--- src/core/lcc_regs.svh ---
// Constants of the constant-light control: timing, value limits and telegram codes.
// Assumes inclusion by bare name from the core design files only.
`ifndef LCC_REGS_SVH
`define LCC_REGS_SVH

// Clock period and the millisecond unit used for repetition times, in ns.
`define LCC_CLK_NS      5
`define LCC_MS_NS       1000000

// Full scale of a one-byte dimming value and the percentage base.
`define LCC_VAL_MAX     8'hFF
`define LCC_PCT_FULL    17'h00064

// Four-bit relative dimming telegram: direction bit and stop code.
`define LCC_DIM_UP_BIT  1'h1
`define LCC_DIM_STOP    4'h0

// One-bit switching telegram value for lighting on.
`define LCC_SWITCH_ON   1'h1

// Reset values.
`define LCC_SP_RST      16'h0000
`define LCC_VAL_RST     8'h00

`endif

--- src/core/lcc_pkg.sv ---
// Types shared by the constant-light control modules.
// Assumes nothing beyond a SystemVerilog compiler.
`default_nettype none

package lcc_pkg;

	// Offset method for channels 2 and 3.
	typedef enum logic [1:0] {LCC_OFS_FIXED, LCC_OFS_INC, LCC_OFS_DEC} lcc_ofs_mode_type;

	// Startup control behaviour.
	typedef enum logic [1:0] {LCC_SU_SWITCH, LCC_SU_RELDIM, LCC_SU_VALUE, LCC_SU_ADAPT}
		lcc_su_mode_type;

	// Startup sequencer states.
	typedef enum logic [1:0] {LCC_ST_IDLE, LCC_ST_CHECK, LCC_ST_DIM} lcc_state_type;

endpackage : lcc_pkg

`default_nettype wire

--- src/core/lcc_chan_if.sv ---
// Carrier between the startup sequencer and the channel offset unit.
// Assumes both ends run on the same clock.
`default_nettype none

interface lcc_chan_if;
	import lcc_pkg::*;
	logic                   in_valid;
	logic [7:0]             in_value;
	lcc_ofs_mode_type       mode;
	logic [7:0]             hyst;
	logic [1:0][8:0]        offset;
	logic [1:0][8:0]        pct;
	logic [1:0][7:0]        sync;
	logic                   out_valid;
	logic [2:0][7:0]        out_value;

	modport ctrl (output in_valid, in_value, mode, hyst, offset, pct, sync,
		input out_valid, out_value);
	modport drv (input in_valid, in_value, mode, hyst, offset, pct, sync,
		output out_valid, out_value);
endinterface : lcc_chan_if

`default_nettype wire

--- src/core/lcc_ctrl.sv ---
// Constant-light control: setpoint selection, startup control and channel outputs.
// Assumes all inputs come from logic on clk; telegram outputs are one-cycle strobes.
`default_nettype none
`include "lcc_regs.svh"

module lcc_ctrl #(
	parameter int MS_CYCLES = `LCC_MS_NS / `LCC_CLK_NS
) (
	// Clock and reset.
	input  wire logic                     clk,
	input  wire logic                     rst_n,
	// Setpoint sources.
	input  wire logic [15:0]              cfg_setpoint,
	input  wire logic                     cfg_overwrite,
	input  wire logic                     cfg_download,
	input  wire logic                     ext_sp_valid,
	input  wire logic [15:0]              ext_sp_value,
	input  wire logic                     teach,
	input  wire logic                     sp_reset,
	output logic [15:0]                   setpoint_active,
	// Brightness measurement.
	input  wire logic [15:0]              measured_lux,
	// Channel configuration.
	input  wire logic [1:0]               num_channels,
	input  wire lcc_pkg::lcc_ofs_mode_type ofs_mode,
	input  wire logic [7:0]               ofs_hyst,
	input  wire logic [8:0]               ofs_ch2,
	input  wire logic [8:0]               ofs_ch3,
	input  wire logic [8:0]               pct_ch2,
	input  wire logic [8:0]               pct_ch3,
	input  wire logic [7:0]               sync_ch2,
	input  wire logic [7:0]               sync_ch3,
	// Startup configuration.
	input  wire lcc_pkg::lcc_su_mode_type su_mode,
	input  wire logic [2:0]               dim_step,
	input  wire logic [15:0]              repeat_ms,
	input  wire logic [7:0]               fixed_value,
	input  wire logic [15:0]              adapt_range,
	input  wire logic                     startup_start,
	output logic                          startup_done,
	// Channel 1 value from the main control phase.
	input  wire logic                     main_valid,
	input  wire logic [7:0]               main_value,
	// Telegrams to the actuators.
	output logic                          sw_valid,
	output logic                          sw_value,
	output logic                          dim_valid,
	output logic [3:0]                    dim_cmd,
	output logic [2:0]                    ch_valid,
	output logic [7:0]                    ch1_value,
	output logic [7:0]                    ch2_value,
	output logic [7:0]                    ch3_value
);
	import lcc_pkg::*;

	localparam logic [17:0] MS_COUNT = 18'(MS_CYCLES - 1);

	// ****************************************
	// Setpoint selection
	// ****************************************
	logic        learned_reg;
	logic [15:0] sp_reg;

	always_ff @(posedge clk) begin
		if (!rst_n) begin
			learned_reg <= 1'b0;
			sp_reg      <= `LCC_SP_RST;
		end else if (ext_sp_valid) begin
			learned_reg <= 1'b1;
			sp_reg      <= ext_sp_value;
		end else if (teach) begin
			learned_reg <= 1'b1;
			sp_reg      <= measured_lux;
		end else if (sp_reset || (cfg_download && cfg_overwrite)) begin
			learned_reg <= 1'b0;
		end
	end

	// Without overwrite a download leaves the learned value untouched.
	assign setpoint_active = learned_reg ? sp_reg : cfg_setpoint;

	// ****************************************
	// Startup sequencer
	// ****************************************
	lcc_state_type state_reg;
	logic          single;
	logic          below;
	logic [17:0]   ms_cnt_reg;
	logic          ms_tick;
	logic [15:0]   elapsed_reg;
	logic          sw_valid_reg;
	logic          dim_valid_reg;
	logic [3:0]    dim_cmd_reg;
	logic          done_reg;
	logic          su_val_reg;
	logic [7:0]    su_data_reg;
	logic [7:0]    adapt_value;
	logic [23:0]   adapt_q;
	logic          rel_ok;

	assign single  = (num_channels <= 2'h1);
	assign below   = measured_lux < setpoint_active;
	assign ms_tick = (ms_cnt_reg == MS_COUNT);
	assign rel_ok  = single && (su_mode == LCC_SU_SWITCH || su_mode == LCC_SU_RELDIM);

	// Adaptive value: shortfall scaled over the brightness range, at least 1.
	always_comb begin
		adapt_q = 24'h000000;
		if (adapt_range != 16'h0000) begin
			adapt_q = 24'((24'(setpoint_active - measured_lux) * 24'h0000FF)
				/ 24'(adapt_range));
		end
		if (adapt_range == 16'h0000 || adapt_q > 24'h0000FF) begin
			adapt_value = `LCC_VAL_MAX;
		end else if (adapt_q == 24'h000000) begin
			adapt_value = 8'h01;
		end else begin
			adapt_value = adapt_q[7:0];
		end
	end

	always_ff @(posedge clk) begin
		if (!rst_n || state_reg != LCC_ST_DIM || ms_tick) begin
			ms_cnt_reg <= 18'h00000;
		end else begin
			ms_cnt_reg <= ms_cnt_reg + 18'h00001;
		end
	end

	always_ff @(posedge clk) begin
		if (!rst_n) begin
			state_reg     <= LCC_ST_IDLE;
			elapsed_reg   <= 16'h0000;
			sw_valid_reg  <= 1'b0;
			dim_valid_reg <= 1'b0;
			dim_cmd_reg   <= `LCC_DIM_STOP;
			done_reg      <= 1'b0;
			su_val_reg    <= 1'b0;
			su_data_reg   <= `LCC_VAL_RST;
		end else begin
			sw_valid_reg  <= 1'b0;
			dim_valid_reg <= 1'b0;
			done_reg      <= 1'b0;
			su_val_reg    <= 1'b0;
			unique case (state_reg)
				LCC_ST_IDLE: begin
					if (startup_start) begin
						state_reg <= LCC_ST_CHECK;
					end
				end
				LCC_ST_CHECK: begin
					state_reg <= LCC_ST_IDLE;
					if (!below) begin
						done_reg <= 1'b1;
					end else if (rel_ok && su_mode == LCC_SU_SWITCH) begin
						sw_valid_reg <= 1'b1;
						done_reg     <= 1'b1;
					end else if (rel_ok) begin
						dim_valid_reg <= 1'b1;
						dim_cmd_reg   <= {`LCC_DIM_UP_BIT, dim_step};
						elapsed_reg   <= 16'h0000;
						state_reg     <= LCC_ST_DIM;
					end else begin
						// Several channels fall back to an absolute value.
						su_val_reg  <= 1'b1;
						su_data_reg <= (su_mode == LCC_SU_ADAPT) ? adapt_value : fixed_value;
						done_reg    <= 1'b1;
					end
				end
				LCC_ST_DIM: begin
					if (!below) begin
						dim_valid_reg <= 1'b1;
						dim_cmd_reg   <= `LCC_DIM_STOP;
						done_reg      <= 1'b1;
						state_reg     <= LCC_ST_IDLE;
					end else if (ms_tick) begin
						if (elapsed_reg + 16'h0001 >= repeat_ms) begin
							dim_valid_reg <= 1'b1;
							dim_cmd_reg   <= {`LCC_DIM_UP_BIT, dim_step};
							elapsed_reg   <= 16'h0000;
						end else begin
							elapsed_reg <= elapsed_reg + 16'h0001;
						end
					end
				end
				default: begin
					state_reg <= LCC_ST_IDLE;
				end
			endcase
		end
	end

	assign sw_valid     = sw_valid_reg;
	assign sw_value     = `LCC_SWITCH_ON;
	assign dim_valid    = dim_valid_reg;
	assign dim_cmd      = dim_cmd_reg;
	assign startup_done = done_reg;

	// ****************************************
	// Channel outputs
	// ****************************************
	lcc_chan_if chan ();

	assign chan.in_valid  = su_val_reg || main_valid;
	assign chan.in_value  = su_val_reg ? su_data_reg : main_value;
	assign chan.mode      = ofs_mode;
	assign chan.hyst      = ofs_hyst;
	assign chan.offset    = {ofs_ch3, ofs_ch2};
	assign chan.pct       = {pct_ch3, pct_ch2};
	assign chan.sync      = {sync_ch3, sync_ch2};

	lcc_derive u_derive (
		.clk   (clk),
		.rst_n (rst_n),
		.ch    (chan.drv)
	);

	// Channels beyond the configured count stay silent.
	assign ch_valid[0] = chan.out_valid;
	assign ch_valid[1] = chan.out_valid && (num_channels >= 2'h2);
	assign ch_valid[2] = chan.out_valid && (num_channels == 2'h3);
	assign ch1_value   = chan.out_value[0];
	assign ch2_value   = chan.out_value[1];
	assign ch3_value   = chan.out_value[2];
endmodule : lcc_ctrl

`default_nettype wire

--- src/core/lcc_derive.sv ---
// Offset unit: derives channel 2 and 3 dimming values from the channel 1 value.
// Assumes a one-cycle value strobe on the carrier; results appear one cycle later.
`default_nettype none
`include "lcc_regs.svh"

module lcc_derive (
	// Clock and reset.
	input  wire logic  clk,
	input  wire logic  rst_n,
	// Carrier to the sequencer.
	lcc_chan_if.drv    ch
);
	import lcc_pkg::*;

	logic [7:0] c1;
	logic       valid_reg;
	logic [7:0] ch1_reg;

	assign c1 = ch.in_value;
	assign ch.out_valid = valid_reg;
	assign ch.out_value[0] = ch1_reg;

	always_ff @(posedge clk) begin
		if (!rst_n) begin
			valid_reg <= 1'b0;
			ch1_reg   <= `LCC_VAL_RST;
		end else begin
			valid_reg <= ch.in_valid;
			if (ch.in_valid) begin
				ch1_reg <= c1;
			end
		end
	end

	// ****************************************
	// Per-channel derivation
	// ****************************************
	genvar gi;
	generate
		for (gi = 0; gi < 2; gi++) begin : g_ch
			logic signed [17:0] off;
			logic signed [17:0] raw;
			logic        [16:0] mag;
			logic               neg;
			logic               on_now;
			logic               on_reg;
			logic        [7:0]  val_reg;
			logic        [7:0]  val_next;

			assign off = 18'(signed'(ch.offset[gi]));
			assign neg = (ch.mode != LCC_OFS_INC) && ch.offset[gi][8];

			always_comb begin
				mag = 17'h00000;
				raw = 18'sh00000;
				unique case (ch.mode)
					LCC_OFS_FIXED: begin
						raw = 18'(signed'({10'h000, c1})) + off;
					end
					LCC_OFS_INC: begin
						mag = 17'((17'(c1) * 17'(ch.pct[gi])) / `LCC_PCT_FULL);
						raw = 18'(signed'({1'b0, mag}));
					end
					default: begin
						// Offset shrinks linearly from full at 1 to zero at sync.
						if (c1 < ch.sync[gi] && ch.sync[gi] > 8'h01) begin
							mag = 17'((17'(neg ? 9'(-ch.offset[gi]) : ch.offset[gi])
								* 17'(ch.sync[gi] - c1)) / 17'(ch.sync[gi] - 8'h01));
						end
						raw = 18'(signed'({10'h000, c1}))
							+ (neg ? -18'(signed'({1'b0, mag})) : 18'(signed'({1'b0, mag})));
					end
				endcase
				// Hysteresis on negative offsets: on above hyst, off at or below zero.
				if (raw > 18'(signed'({10'h000, ch.hyst}))) begin
					on_now = 1'b1;
				end else if (raw <= 18'sh00000) begin
					on_now = 1'b0;
				end else begin
					on_now = on_reg;
				end
				if (c1 == 8'h00 || (neg && !on_now) || raw <= 18'sh00000) begin
					val_next = 8'h00;
				end else if (raw > 18'sh000FF) begin
					val_next = `LCC_VAL_MAX;
				end else begin
					val_next = raw[7:0];
				end
			end

			always_ff @(posedge clk) begin
				if (!rst_n) begin
					on_reg  <= 1'b0;
					val_reg <= `LCC_VAL_RST;
				end else if (ch.in_valid) begin
					on_reg  <= on_now;
					val_reg <= val_next;
				end
			end
			assign ch.out_value[gi + 1] = val_reg;
		end
	endgenerate
endmodule : lcc_derive

`default_nettype wire

--- config.mk ---
export PLATFORM = sky130hd
export DESIGN_NAME = lcc_ctrl
export DESIGN_NICKNAME = d
export VERILOG_FILES = /design/src/core/lcc_pkg.sv /design/src/core/lcc_chan_if.sv /design/src/core/lcc_ctrl.sv /design/src/core/lcc_derive.sv
export VERILOG_INCLUDE_DIRS = /design/src /design/src/core
export SDC_FILE = /design/constraint.sdc
export NUM_CORES = 2
export LEC_CHECK = 0
export ABC_AREA = 0
export BUFFER_PORTS_ARGS = -buffer_cell sky130_fd_sc_hd__buf_2
export CORE_ASPECT_RATIO = 1.2
export CORE_MARGIN = 4
export CORE_UTILIZATION = 32
export DETAILED_ROUTE_END_ITERATION = 12
export GPL_TIMING_DRIVEN = 0
export PLACE_DENSITY = 0.54
export SLEW_MARGIN = 20
export SYNTH_ARGS = -nofsm -noshare
export SYNTH_HDL_FRONTEND = slang
export SYNTH_SLANG_ARGS = --single-unit
--- constraint.sdc ---
create_clock -name clk -period 166.4 [get_ports clk]
set_input_delay 8.32 -clock clk [delete_from_list [all_inputs] [get_ports clk]]
set_output_delay 8.32 -clock clk [all_outputs]
set_load 0.005 [all_outputs]
After elaboration in Yosys (flattened, before gate mapping)
Index checks and enable logic that the tools add are counted.
{"block": "word_totals", "word_cells": 183, "regBits": 96, "in_bits": 174}
{"block": "classes", "bitwise": 5, "order_cmp": 15, "reduce_logical": 41, "n_mux": 62, "multipliers": 5, "n_addsub": 15, "n_div": 5, "eq_ne": 18}
{"cell": "two-way mux 16 bit", "count": 9}
{"cell": "case mux 18 bit (2 select lines)", "count": 2}
{"cell": "two-way mux 17 bit", "count": 4}
{"cell": "two-way mux 8 bit", "count": 8}
{"cell": "adder 9 x 18 -> 18 bit", "count": 2}
{"cell": "greater-than comparator 18 x 9 -> 1 bit", "count": 2}
{"cell": "greater-than comparator 18 x 9 -> 1 bit (second input constant)", "count": 2}
{"cell": "less-or-equal comparator 18 x 1 -> 1 bit (second input constant)", "count": 2}
{"cell": "two-way mux 18 bit", "count": 2}
{"cell": "negation 17 -> 18 bit", "count": 2}
{"cell": "divider 17 x 17 -> 17 bit", "count": 2}
{"cell": "divider 17 x 7 -> 17 bit (second input constant)", "count": 2}
{"cell": "multiplier 17 x 17 -> 17 bit", "count": 2}
{"cell": "multiplier 8 x 9 -> 17 bit", "count": 2}
{"cell": "case mux 16 bit (2 select lines)", "count": 1}
{"cell": "divider 24 x 16 -> 24 bit", "count": 1}
{"cell": "greater-than comparator 24 x 8 -> 1 bit (second input constant)", "count": 1}
{"cell": "logical NOT 24 bit", "count": 1}
{"cell": "multiplier 17 x 9 -> 24 bit (second input constant)", "count": 1}
{"cell": "two-way mux 24 bit", "count": 1}
{"cell": "two-way mux 4 bit", "count": 6}
{"cell": "adder 9 x 9 -> 10 bit", "count": 2}
{"cell": "adder 18 x 1 -> 18 bit (second input constant)", "count": 1}
{"cell": "== test 18 bit (second input constant)", "count": 1}
{"cell": "other kinds (38)", "count": 107}

Depth between registers and ports, before layout
{"block": "depth", "depth_word": 19, "mapped_depth": 354, "depth_no_buf": 326}

Cells and area by module
A second synthesis with hierarchy kept.
{"block": "hier_totals", "cells_unflattened": 7400, "hier_area_um2": 55116.6}
{"mod": "lcc_derive", "cells_each": 4400, "area_each_um2": 32672.6, "instances": 1, "seq_area_each_um2": 540.5}
{"mod": "lcc_ctrl", "cells_each": 3000, "area_each_um2": 22444.0, "instances": 1, "seq_area_each_um2": 1381.3}

Least setup slack after synthesis
No wires, ideal clock.
{"block": "synth_timing", "path_type": "in2reg", "start": "input port cfg_setpoint[1]", "end": "register su_data_reg[0]", "setup_ns": 0.131, "path_stages": 334, "t_arrival_ns": 72.215, "required_ns": 166.269, "setup_slack_ns": 94.054, "cell_sequence": "mux2_2 ha_1 a21o_1 a21o_1 a21oi_1 o21bai_1 a21o_1 a21o_1 and2_1 o21ai_0 nand2b_1 a21o_1 a21o_1 a21o_1 a21o_1 xnor2_1 inv_1 fa_1 [... 298 more ...] nand3b_4 buf_6 nor2_1 a21oi_1 ha_1 a21oi_1 nor2b_1 o21ai_0 nand2b_1 a21oi_1 nor2b_1 o21ai_0 nand2b_1 a21oi_1 o311ai_0 a2111oi_0 o2111a_1 a32oi_1"}
{"block": "synth_via", "elab_chain_cells": 9}
{"item": "start, declared", "line": "lcc_ctrl.sv:13", "source": "input wire logic [15:0] cfg_setpoint,"}
{"item": "two-way mux 16 bit *", "line": "lcc_ctrl.sv:80", "source": "assign setpoint_active = learned_reg ? sp_reg : cfg_setpoint;"}
{"item": "subtractor 16 x 16 -> 17 bit", "line": "lcc_ctrl.sv:110", "source": "adapt_q = 24'((24'(setpoint_active - measured_lux) * 24'h0000FF)"}
{"item": "multiplier 17 x 9 -> 24 bit", "line": "lcc_ctrl.sv:110"}
{"item": "divider 24 x 16 -> 24 bit", "line": "lcc_ctrl.sv:111", "source": "/ 24'(adapt_range));"}
{"item": "two-way mux 24 bit", "line": "lcc_ctrl.sv:109", "source": "if (adapt_range != 16'h0000) begin"}
{"item": "greater-than comparator 24 x 8 -> 1 bit / logical NOT 24 bit (equally long branches)", "line": "lcc_ctrl.sv:113, lcc_ctrl.sv:115"}
{"item": "logical OR 1 bit / two-way mux 8 bit (equally long branches)", "line": "lcc_ctrl.sv:113, lcc_ctrl.sv:115"}
{"item": "two-way mux 8 bit", "line": "lcc_ctrl.sv:113", "source": "if (adapt_range == 16'h0000 || adapt_q > 24'h0000FF) begin"}
{"item": "two-way mux 8 bit", "line": "lcc_ctrl.sv:166", "source": "su_data_reg <= (su_mode == LCC_SU_ADAPT) ? adapt_value : fixed_value;"}
{"item": "end signal, assigned", "line": "lcc_ctrl.sv:139", "source": "su_data_reg <= `LCC_VAL_RST;"}
{"item": "end signal, assigned", "line": "lcc_ctrl.sv:166"}
{"item": "end, declared", "line": "lcc_ctrl.sv:96", "source": "logic [7:0] su_data_reg;"}
Mark *: on every way between the ends. The rest lies on a longest branch, timed or not.
A chain may end at the register's enable or synchronous reset.

Final worst setup path
{"block": "layout_timing", "start": "input port cfg_setpoint[0]", "end": "register su_data_reg[0]"}
The elaborated chain is that of the path after synthesis.

==> flow_metrics.env <==
export IMPL_status="complete, no violations"
export IMPL_grtUsageTotal=0.185
export IMPL_htreeDepth=3
export IMPL_clock_skew_final_ns=0.0319
export IMPL_syn_nets=8426
export IMPL_critPathMaxFanout=10
export IMPL_gp_congestion=0.937
export IMPL_avgSynthCellArea_um2=7.48
export IMPL_synthArstFlopShare=0
export IMPL_clk_pin_slew_ns=0.12
export IMPL_path_delay_family="compound AO/OA/AOI/OAI gates"
export IMPL_routedWlPerCell_um=17.3
export IMPL_slowest_delay_ns=0.63
export IMPL_synth_edf_count=0
export IMPL_period_share=0.511
export IMPL_drt_wl_total_um=165000
export IMPL_die_y_um=454
export IMPL_port_buffers=219
export IMPL_cp_end_kind="flip-flop"
export IMPL_clock_sinks=96
export IMPL_fillCellCount=17400
export IMPL_crit_start="cfg_setpoint[0]"
export IMPL_start_util=0.322
export IMPL_cts_resized=0
export IMPL_syn_to_final_growth_pct=8.63
export IMPL_slowest_stage="a31oi_1"
export IMPL_drcViolationCount=0
export IMPL_worst_slew_pin_slew_ns=1.14
export IMPL_drv_cap=0
export IMPL_cts_tree="built"
export IMPL_die_area_mm2=0.172
export IMPL_synth_seq_cells=96
export IMPL_min_period_ns=85.03
export IMPL_drive_gt1_frac=0.0853
export IMPL_dr_pass1_iters=6
export IMPL_cts_hold_buffers=0
export IMPL_hpwl_um=140000
export IMPL_viasPerCell=5.48
export IMPL_min_delay_start="u_derive.g_ch[0].val_reg[5]"
export IMPL_critPathLaunchType="input pin"
export IMPL_ant_nets=0
export IMPL_yosysWarnings=0
export IMPL_nets=8677
export IMPL_drt_iter0_drc=2844
export IMPL_drv_slew=0
export IMPL_path_common_cell="o21a_1"
export IMPL_rows=163
export IMPL_reg2reg_from="learned_reg"
export IMPL_grt_pass1_vias=50800
export IMPL_cts_root_buf="clkbuf_16"
export IMPL_hp_class="reg2reg"
export IMPL_cp_required_ns=166.63
export IMPL_numCtsBuffers=9
export IMPL_fmax_ghz=0.0118
export IMPL_via_count=52100
export IMPL_worstPathArrival_ns=85.26
export IMPL_setup_viol=0
export IMPL_antenna_found_initial=33
export IMPL_clk_path_buf_depth=2
export IMPL_rsz0062_at_grt="no"
export IMPL_clkLatencyLatePin_ns=0.42
export IMPL_ys_seq_area_frac=0.0362
export IMPL_post_cts_setup_buffer_count=0
export IMPL_max_slew_margin=0.238
export IMPL_die_w_um=380
export IMPL_ys_flop_type="dfxtp_1"
export IMPL_core_mm2=0.165
export IMPL_largest_reg_flops=18
export IMPL_synthCells=7087
export IMPL_io_pins=225
export IMPL_synth_area_mm2=0.0530
export IMPL_critPathKind="in2reg"
export IMPL_synth_distinct_cells=129
export IMPL_tns_ns=0
export IMPL_finalHoldViolCount=0
export IMPL_grt_max_degree=59
export IMPL_grt_ovfl_total=0
export IMPL_grt_pass1_wl_um=265000
export IMPL_path_buf_inv=37
-- through the flow --
stage	cell area, um2	util	setup WS (ns)	std cells	hold WS [ns]
after CTS	57600	0.350	81.70	9488	0.444
after floorplan	53000	-	94.05	7087	0.426
after global placement	56800	0.345	82.39	9451	0.425
final	57600	0.350	81.37	9501	0.447
after detailed placement	57300	0.348	81.51	9472	0.429
after global routing	57600	0.350	74.58	9496	0.481
-- layout by cell type (no fill, tap or decap), types with 47 or more instances in the layout --
| master | count |
|---|---|
| clkbuf_1 | 161 |
| nor2b_1 | 84 |
| nand4_1 | 81 |
| o21ai_0 | 324 |
| xor2_1 | 131 |
| mux2_2 | 158 |
| nand3_1 | 106 |
| nand2_1 | 644 |
| o21a_1 | 414 |
| or2_2 | 52 |
| a21o_1 | 150 |
| ha_1 | 869 |
| fa_1 | 296 |
| inv_1 | 592 |
| dfxtp_1 | 96 |
| nor2_1 | 580 |
| nand2b_1 | 107 |
| or3_1 | 47 |
| o31ai_1 | 139 |
| a31oi_1 | 50 |
| nor3_1 | 392 |
| xnor2_1 | 197 |
| buf_2 | 239 |
| mux2i_1 | 60 |
| o21bai_1 | 51 |
| and2_1 | 177 |
| a21oi_1 | 391 |
-- Yosys cell counts (10+ instances only) --
master / instances / area [um2]
ha_1: 869 / 10900
nand2_1: 644 / 2420
inv_1: 596 / 2240
nor2_1: 581 / 2180
o21a_1: 414 / 3110
nor3_1: 393 / 1970
a21oi_1: 391 / 1960
o21ai_0: 324 / 1620
fa_1: 296 / 5930
xnor2_1: 208 / 1820
and2_1: 177 / 1110
clkbuf_1: 163 / 612
mux2_2: 158 / 1780
a21o_1: 150 / 1130
o31ai_1: 140 / 1050
xor2_1: 132 / 1160
nand2b_1: 107 / 669
nand3_1: 107 / 536
dfxtp_1: 96 / 1920
nor2b_1: 84 / 526
nand4_1: 81 / 507
mux2i_1: 65 / 651
or2_2: 52 / 325
o21bai_1: 51 / 383
a31oi_1: 50 / 313
a211oi_1: 48 / 360
or3_1: 47 / 294
o211ai_1: 46 / 345
and3_1: 44 / 275
nor4_1: 44 / 275
a21boi_0: 35 / 263
o21ai_1: 30 / 150
a211o_1: 21 / 184
buf_2: 20 / 100
a22o_1: 19 / 166
o22ai_1: 18 / 113
o221ai_1: 15 / 131
buf_1: 14 / 52.6
a2111oi_0: 12 / 105
nor3b_1: 12 / 90.1
o2111ai_1: 12 / 105
o31a_1: 12 / 105
a221o_1: 10 / 100
o211a_1: 10 / 100
-- layer usage --
metal  global-route usage  share of wire
met1                0.228           0.44
met2                0.335           0.49
met3               0.0261          0.044
met4               0.0521          0.028
met5                    0        0.00062
-- logic make-up (layout without fill, tap and decap cells) --
logic type,after synthesis,count (layout),share of synthesized area
fa+ha+maj,1173,1173,0.318
compound gates,1995,1995,0.259
other cells,1,14,0.0000707
flops,96,96,0.0362
simple gates,2446,2446,0.224
buf+inv,802,1058,0.0580
xor+xnor,343,343,0.0571
mux,231,231,0.0478
-- worst register-to-register path: cells and delay by family (launching register included) --
family / cells / cell delay, ns
and+or+nand+nor: 54 / 9.59
xor gates and xnor gates: 1 / 0.37
muxes: 5 / 1.79
buffers and inverters: 38 / 11.32
DFF: 1 / 0.31
AOI/OAI and AO/OA: 210 / 44.68
adders and majority gates: 31 / 10.10
-- final cells by class --
cell class	instances	area [um2]	share of cell area
clock buffers	10	229	0.00397
clock inverters	6	62.6	0.00109
plain buffers	205	837	0.0145
flip-flops and latches	96	1920	0.0334
inverters	597	2240	0.0389
diodes	13	32.5	0.000565
repair buffers	240	1390	0.0241
well taps	2145	2680	0.0466
multi-input cells	6189	48200	0.837
-- worst paths after layout --
kind | end | slack, ns | cells past startpoint
min reg2reg | u_derive.g_ch[0].val_reg[5] | 0.45 | 2
max reg2reg | su_data_reg[0] | 88.08 | 339
min | u_derive.g_ch[0].val_reg[5] | 0.45 | 2
max | su_data_reg[0] | 81.37 | 338
Power is not shown: default switching activity piles up to over one toggle a cycle in this logic, so the estimate is an artifact.
